## src/inc/sme_pkg.sv

```systemverilog
/*
 * Constants for the shift/move/indirect-load execution slice: register map,
 * status field positions, instruction field positions, reset values, states.
 * Assumes a 32-bit APB register bus with byte addresses.
 */
package sme_pkg;
   // register byte offsets
   localparam logic [7:0] OFF_CTRL = 8'h00;
   localparam logic [7:0] OFF_W = 8'h04;
   localparam logic [7:0] OFF_STAT = 8'h08;
   localparam logic [7:0] OFF_PTR0 = 8'h0C;
   localparam logic [7:0] OFF_PTR1 = 8'h10;
   localparam logic [7:0] OFF_COUNT = 8'h14;
   // status fields
   localparam int STAT_C = 0;
   localparam int STAT_Z = 1;
   localparam int STAT_BUSY = 2;
   // instruction word fields
   localparam int CLS_HI = 13;
   localparam int CLS_LO = 12;
   localparam int DEST_BIT = 7;
   localparam int REL_BIT = 7;
   localparam int PTR_BIT = 6;
   localparam logic [1:0] CLS_NOP = 2'h0;
   localparam logic [1:0] CLS_SHIFT = 2'h1;
   localparam logic [1:0] CLS_MOVE = 2'h2;
   localparam logic [1:0] CLS_INDIR = 2'h3;
   // file addresses that alias the pointed-to location
   localparam logic [6:0] ALIAS0_ADDR = 7'h00;
   localparam logic [6:0] ALIAS1_ADDR = 7'h01;
   // reset values
   localparam logic [7:0] W_RST = 8'h00;
   localparam logic [15:0] PTR_RST = 16'h0000;
   localparam logic CTRL_EN_RST = 1'b1;
   typedef enum logic [1:0] {
      UPD_PREINC = 2'b00,
      UPD_PREDEC = 2'b01,
      UPD_POSTINC = 2'b10,
      UPD_POSTDEC = 2'b11
   } sme_upd_t;
   typedef enum logic [1:0] {
      ST_IDLE = 2'b00,
      ST_READ = 2'b01,
      ST_WRITE = 2'b10
   } sme_state_t;
endpackage : sme_pkg

```

## src/verilog/sme_exec.sv

```systemverilog
/*
 * Execution slice: logical right shift, file move and indirect load with
 * two 16-bit pointers. Holds W, carry, zero and the pointers; reaches the
 * file/data memory through a request/acknowledge port on the same clock.
 * Assumes fetch presents one instruction word per instrValid and that
 * memory answers every request with memAck, data on memRdata.
 */
// Local design decisions: register access over APB and the address map.
//
// Behaviour
// - right shift: result is operand shifted down, zero on top, bit 0 to carry
// - right shift updates carry and zero, one bit per execution
// - destination bit clear sends the result to W
// - destination bit set writes result back to the 7-bit file address
// - file move copies file register to W or back to itself
// - file move sets zero from the moved value in both cases
// - update field: 00 preinc, 01 predec, 10 postinc, 11 postdec
// - relative form: address is pointer plus signed offset, pointer kept
// - after load pointer is plus one, minus one, or unchanged
// - alias address reads or writes the location the pointer names
// - pointers are 16 bits and wrap at both ends
// - pointer steps leave the flags alone; loaded value drives zero
`timescale 1ns/100ps
module sme_exec (
   // clock and reset
   input wire logic clk,
   input wire logic resetn,
   // apb slave
   input wire logic psel,
   input wire logic penable,
   input wire logic pwrite,
   input wire logic [7:0] paddr,
   input wire logic [31:0] pwdata,
   output logic [31:0] prdata,
   output logic pready,
   output logic pslverr,
   // instruction from fetch
   input wire logic instrValid,
   input wire logic [13:0] instrWord,
   output logic instrReady,
   output logic instrDone,
   // file and data memory
   output logic memReq,
   output logic memWe,
   output logic [15:0] memAddr,
   output logic [7:0] memWdata,
   input wire logic memAck,
   input wire logic [7:0] memRdata
);
   sme_pkg::sme_state_t stateQ, stateD;
   logic [1:0] clsQ, clsD;
   logic destQ, destD, selQ, selD, relQ, relD;
   logic [1:0] updQ, updD;
   logic [7:0] wQ, wD;
   logic carryQ, carryD, zeroQ, zeroD, enQ, enD;
   logic [15:0] ptrQ [2];
   logic [15:0] ptrD [2];
   logic [15:0] countQ, countD;
   logic reqQ, reqD, weQ, weD, doneQ, doneD;
   logic [15:0] addrQ, addrD;
   logic [7:0] wdataQ, wdataD;
   logic [31:0] rdataQ, rdataD;
   logic [7:0] res;
   logic accept, apbWr, apbSetup;

   // address the file operand names; alias addresses follow a pointer
   function automatic logic [15:0] fileAddr(input logic [6:0] f, input logic [15:0] p0,
                                            input logic [15:0] p1);
      if (f == sme_pkg::ALIAS0_ADDR) return p0;
      if (f == sme_pkg::ALIAS1_ADDR) return p1;
      return {9'h000, f};
   endfunction : fileAddr

   // effective address of an indirect load
   function automatic logic [15:0] effAddr(input logic [15:0] p, input logic rel,
                                           input logic [1:0] upd, input logic [5:0] k);
      if (rel) return p + {{10{k[5]}}, k};
      unique case (upd)
         sme_pkg::UPD_PREINC: return p + 16'h0001;
         sme_pkg::UPD_PREDEC: return p - 16'h0001;
         default: return p;
      endcase
   endfunction : effAddr

   function automatic logic mapped(input logic [7:0] a);
      return a == sme_pkg::OFF_CTRL || a == sme_pkg::OFF_W || a == sme_pkg::OFF_STAT ||
         a == sme_pkg::OFF_PTR0 || a == sme_pkg::OFF_PTR1 || a == sme_pkg::OFF_COUNT;
   endfunction : mapped

   assign instrReady = (stateQ == sme_pkg::ST_IDLE) && enQ;
   assign accept = instrValid && instrReady;
   assign pready = psel && penable;
   assign pslverr = psel && penable && !mapped(paddr);
   assign apbWr = psel && penable && pwrite && mapped(paddr);
   assign apbSetup = psel && !penable;
   assign prdata = rdataQ;
   assign memReq = reqQ;
   assign memWe = weQ;
   assign memAddr = addrQ;
   assign memWdata = wdataQ;
   assign instrDone = doneQ;

   always_comb begin
      stateD = stateQ;
      clsD = clsQ;
      destD = destQ;
      selD = selQ;
      relD = relQ;
      updD = updQ;
      wD = wQ;
      carryD = carryQ;
      zeroD = zeroQ;
      enD = enQ;
      ptrD = ptrQ;
      countD = countQ;
      reqD = reqQ;
      weD = weQ;
      addrD = addrQ;
      wdataD = wdataQ;
      doneD = 1'b0;
      rdataD = rdataQ;
      res = memRdata;
      // software writes first; execution updates below take priority
      if (apbWr) begin
         unique case (paddr)
            sme_pkg::OFF_CTRL: enD = pwdata[0];
            sme_pkg::OFF_W: wD = pwdata[7:0];
            sme_pkg::OFF_STAT: begin
               carryD = pwdata[sme_pkg::STAT_C];
               zeroD = pwdata[sme_pkg::STAT_Z];
            end
            sme_pkg::OFF_PTR0: ptrD[0] = pwdata[15:0];
            sme_pkg::OFF_PTR1: ptrD[1] = pwdata[15:0];
            default: ;
         endcase
      end
      if (apbSetup) begin
         unique case (paddr)
            sme_pkg::OFF_CTRL: rdataD = {31'h0, enQ};
            sme_pkg::OFF_W: rdataD = {24'h0, wQ};
            sme_pkg::OFF_STAT: rdataD = {29'h0, stateQ != sme_pkg::ST_IDLE, zeroQ, carryQ};
            sme_pkg::OFF_PTR0: rdataD = {16'h0, ptrQ[0]};
            sme_pkg::OFF_PTR1: rdataD = {16'h0, ptrQ[1]};
            sme_pkg::OFF_COUNT: rdataD = {16'h0, countQ};
            default: rdataD = 32'h0000_0000;
         endcase
      end
      unique case (stateQ)
         sme_pkg::ST_IDLE: begin
            if (accept) begin
               clsD = instrWord[sme_pkg::CLS_HI:sme_pkg::CLS_LO];
               destD = instrWord[sme_pkg::DEST_BIT];
               relD = instrWord[sme_pkg::REL_BIT];
               selD = instrWord[sme_pkg::PTR_BIT];
               updD = instrWord[1:0];
               if (clsD == sme_pkg::CLS_NOP) begin
                  doneD = 1'b1;
                  countD = countQ + 16'h0001;
               end else begin
                  reqD = 1'b1;
                  weD = 1'b0;
                  stateD = sme_pkg::ST_READ;
                  if (clsD == sme_pkg::CLS_INDIR) begin
                     addrD = effAddr(ptrQ[selD], relD, updD, instrWord[5:0]);
                  end else begin
                     addrD = fileAddr(instrWord[6:0], ptrQ[0], ptrQ[1]);
                  end
               end
            end
         end
         sme_pkg::ST_READ: begin
            if (memAck) begin
               reqD = 1'b0;
               if (clsQ == sme_pkg::CLS_SHIFT) begin
                  res = {1'b0, memRdata[7:1]};
                  carryD = memRdata[0];
               end
               zeroD = (res == 8'h00);
               if (clsQ == sme_pkg::CLS_INDIR && !relQ) begin
                  // pre and post steps wrap modulo 2^16 with no flag effect
                  ptrD[selQ] = updQ[0] ? ptrQ[selQ] - 16'h0001
                                       : ptrQ[selQ] + 16'h0001;
               end
               if (destQ && clsQ != sme_pkg::CLS_INDIR) begin
                  reqD = 1'b1;
                  weD = 1'b1;
                  wdataD = res;
                  stateD = sme_pkg::ST_WRITE;
               end else begin
                  wD = res;
                  doneD = 1'b1;
                  countD = countQ + 16'h0001;
                  stateD = sme_pkg::ST_IDLE;
               end
            end
         end
         sme_pkg::ST_WRITE: begin
            if (memAck) begin
               reqD = 1'b0;
               weD = 1'b0;
               doneD = 1'b1;
               countD = countQ + 16'h0001;
               stateD = sme_pkg::ST_IDLE;
            end
         end
         default: begin
            reqD = 1'b0;
            weD = 1'b0;
            stateD = sme_pkg::ST_IDLE;
         end
      endcase
   end

   always_ff @(posedge clk or negedge resetn) begin
      if (!resetn) begin
         stateQ <= sme_pkg::ST_IDLE;
         clsQ <= sme_pkg::CLS_NOP;
         destQ <= 1'b0;
         selQ <= 1'b0;
         relQ <= 1'b0;
         updQ <= 2'h0;
         wQ <= sme_pkg::W_RST;
         carryQ <= 1'b0;
         zeroQ <= 1'b0;
         enQ <= sme_pkg::CTRL_EN_RST;
         ptrQ[0] <= sme_pkg::PTR_RST;
         ptrQ[1] <= sme_pkg::PTR_RST;
         countQ <= 16'h0000;
         reqQ <= 1'b0;
         weQ <= 1'b0;
         addrQ <= 16'h0000;
         wdataQ <= 8'h00;
         doneQ <= 1'b0;
         rdataQ <= 32'h0000_0000;
      end else begin
         stateQ <= stateD;
         clsQ <= clsD;
         destQ <= destD;
         selQ <= selD;
         relQ <= relD;
         updQ <= updD;
         wQ <= wD;
         carryQ <= carryD;
         zeroQ <= zeroD;
         enQ <= enD;
         ptrQ <= ptrD;
         countQ <= countD;
         reqQ <= reqD;
         weQ <= weD;
         addrQ <= addrD;
         wdataQ <= wdataD;
         doneQ <= doneD;
         rdataQ <= rdataD;
      end
   end

   logic rdDone;
   assign rdDone = stateQ == sme_pkg::ST_READ && memAck;
endmodule : sme_exec

```

## config.mk

```make
export PLATFORM = sky130hd
export DESIGN_NAME = sme_exec
export DESIGN_NICKNAME = d
export VERILOG_FILES = /design/src/inc/sme_pkg.sv /design/src/verilog/sme_exec.sv
export SDC_FILE = /design/constraint.sdc
export NUM_CORES = 1
export LEC_CHECK = 0
export ABC_CLOCK_PERIOD_IN_PS = 8400
export BUFFER_PORTS_ARGS = -buffer_cell sky130_fd_sc_hd__buf_2
export CAP_MARGIN = 40
export CORE_MARGIN = 2
export CORE_UTILIZATION = 28
export CTS_CLUSTER_SIZE = 20
export DETAILED_ROUTE_END_ITERATION = 6
export SLEW_MARGIN = 30
export SYNTH_ARGS = -nofsm -noshare
export SYNTH_HDL_FRONTEND = slang
export SYNTH_SLANG_ARGS = --single-unit
```

## constraint.sdc

```tcl
create_clock -name clk -period 8.4 [get_ports clk]
set_clock_uncertainty 0.1 [all_clocks]
set_input_delay 0.84 -clock clk [delete_from_list [all_inputs] [get_ports clk]]
set_output_delay 0.84 -clock clk [all_outputs]
set_load 0.05 [all_outputs]
```

==> results.yml <==
status:
  status: "finished clean"
synth:
  synth_cell_types: 73
  synthArstFlopShare: 1.00
  synth_warnings: 0
  avgSynthCellArea_um2: 8.63
  synthesis.area_um2: 8350
  synth-seq-cells: 109
  synth_ff_type: "dfrtp_1"
  syn-instance-count: 967
  yosysSeqAreaShare: 0.327
  synth-edff-count: 0
timing:
  tightest_slew_ns: 0.747
  setup_viol: 0
  hold_viol: 0
  slew_headroom: 0.502
  final_max_slew_viol_count: 0
  post-route-period-util: 0.485
  setup_slack_ns: 4.33
  tns_ns: 0
  holdWs_ns: 0.297
  period_minus_slack_ns: 4.07
  fmax_mhz: 246
  rsz0062_at_grt: "no"
clock_network:
  hold_buffers: 0
  clk_latency_ns: 0.37
  cts_setup_buffers: 0
  cts_tree: "done"
  cts.path.max_buffers: 2
  cts_root_buf: "clkbuf_16"
  cts_resized: 0
  htree_num_levels: 3
  numCtsBuffers: 9
  clkTransAtPathRegs_ns: 0.09
  clkSinkCount: 109
cells_and_area:
  layout.nets: 1150
  design_area_um2: 9490
  final_util: 0.322
  seqCellArea_um2: 2730
  layout.filler_cells: 3139
  layout_common_cells: "dfrtp_1 (108), nand2_1 (105), buf_2 (94)"
  multi_input_area_um2: 5290
  final_common_cell: "dfrtp_1"
  fin_cells: 1437
  drive_above_1_share: 0.182
  area_growth_pct: 13.7
setup_path:
  arrival_ns: 4.25
  cp-start-kind: "primary input"
  path_class: "in2reg"
  cp-end-kind: "register"
  worstPathRequired_ns: 8.58
  cp_max_fo: 21
pwr:
  p_leak_nw: 4.63
  power_density_nw_per_um2: 131
  clkPwrFrac: 0.354
  power_mw: 1.24
  switchingPower_mw: 0.423
  power_frac_comb: 0.194
  internal_power_mw: 0.822
  peakVddDrop_uv: 94.2
  p_sw_frac: 0.340
  pwr-share-seq: 0.452
placement:
  hpwl_um: 19000
  dpl-instance-area_um2: 9170
  post-place-cells: 1417
  port_buffers: 94
  pre_cts_slack_ns: 3.97
  routabilityCongestion: 0.873
grt:
  antenna_found_initial: 3
  grt_pass1_wl_um: 39400
  grt_usage: 0.162
  grt_max_degree: 43
  overflow: 0
  grt_pass1_vias: 7126
floorplanning:
  die_width_um: 177
  die_h_um: 177
  core_area_um2: 29500
  io-pin-count: 131
  die_area_um2: 31200
  start_util: 0.283
  row_count: 63
detailed_routing:
  drc: 0
  antenna_left: 0
  dr.pass1.iters: 5
  vias: 7501
  via_per_inst: 5.22
  first_iter_violations: 501
  wire_per_inst_um: 17.6
  wirelength_um: 25300
job:
  cap_viol_max_count: 0
worst_hold_path:
  hold_class: "in2async"
-- power by group through the flow --
| stage | Combinational [mW] | Clock, mW | Sequential (mW) |
|---|---|---|---|
| finish | 0.242 | 0.441 | 0.562 |
| global route | 0.263 | 0.468 | 0.566 |
| CTS | 0.239 | 0.447 | 0.565 |
| detailed placement | 0.239 | 0 | 0.575 |
| global placement | 0.234 | 0 | 0.575 |
| floorplan | 0.125 | 0 | 0.619 |
-- path summary, 6_finish.rpt --
kind	start	end	slack, ns	cells after the start
max	instrWord[6]	memAddr[12]$_DFFE_PN0P_	4.33	14
min reg2reg	countQ[15]$_DFFE_PN0P_	countQ[15]$_DFFE_PN0P_	0.37	1
min in group clk	countQ[15]$_DFFE_PN0P_	countQ[15]$_DFFE_PN0P_	0.37	1
max in group asynchronous	resetn	memAddr[6]$_DFFE_PN0P_	6.96	2
min	resetn	prdata[5]$_DFFE_PN0P_	0.30	1
max reg2reg	ptrQ[0]$_DFF_PN0_	memAddr[12]$_DFFE_PN0P_	4.85	13
-- registers in the layout (all words and copies together), names as in the netlist --
signal     cells
ptrQ          32
countQ        16
selQ           1
memWdata       8
carryQ         1
memWe          1
instrDone      1
relQ           1
wQ             8
updQ           1
enQ            1
prdata        16
memAddr       16
memReq         1
zeroQ          1
clsQ           2
stateQ         2
-- cells by family (layout without fill, tap and decap cells) --
logic type,count (synthesis),count (layout),synth area share
mux,92,92,0.121
other cells,1,19,0.000449
simple gates,295,295,0.160
xor+xnor,52,52,0.0546
fa+ha+maj,43,43,0.0669
buf+inv,82,144,0.0478
compound gates,293,293,0.223
flops,109,109,0.327
-- worst max-delay path, cell delays in order --
cell and delay, ns:
buf_2 0.44, mux2_2 0.46, ha_1 0.21, inv_1 0.07
fa_1 0.20, nor2b_1 0.05, o21ai_0 0.20, a21boi_0 0.18
o41ai_1 0.57, o21ai_0 0.30, o21ai_0 0.23, nand2b_1 0.09
xnor2_1 0.12, a311oi_1 0.27
-- synthesized netlist by cell type (all sizes together), types with 3 or more instances --
library cell | instances | area (um2)
o31ai | 7 | 52.6
inv | 18 | 72.6
o211ai | 8 | 60.1
ha | 39 | 488
clkbuf | 37 | 139
xor2 | 19 | 166
dfrtp | 108 | 2700
mux2 | 46 | 522
and2 | 5 | 31.3
a21boi | 4 | 30.0
buf | 25 | 180
o21a | 6 | 45.0
a21oi | 78 | 390
fa | 3 | 60.1
o21bai | 5 | 37.5
nor3b | 3 | 27.5
nor4 | 4 | 25.0
nor2 | 93 | 349
o21ai | 89 | 449
nand2b | 12 | 82.6
a221oi | 20 | 175
o31a | 4 | 35.0
nor2b | 7 | 43.8
nor3 | 19 | 95.1
mux2i | 46 | 485
a221o | 5 | 50.1
a22oi | 9 | 67.6
a211oi | 10 | 75.1
and3 | 8 | 50.1
or3 | 5 | 36.3
or2 | 5 | 31.3
nand2 | 106 | 398
nand4 | 5 | 31.3
a21o | 13 | 97.6
a31oi | 18 | 113
xnor2 | 33 | 289
nand3 | 18 | 90.1
-- routing by layer --
metal	wire, um	global-route usage	part of all wire	vias up
met1	11700	0.215	0.46	3613
li1	-	-	-	3638
met5	0	0	0	-
met3	967	0.0219	0.038	52
met4	908	0.0747	0.036	0
met2	11700	0.261	0.46	198
-- layout make-up --
type                       instances  share of cell area
clock buffer                       9              0.0237
clock inverter                     7             0.00712
antenna                            3            0.000791
timing repair buffer             108              0.0632
sequential                       109               0.288
multi-input combinational        791               0.558
tap                              390              0.0514
inverter                          20             0.00844
No activity file was read; power rests on OpenSTA's default activity.
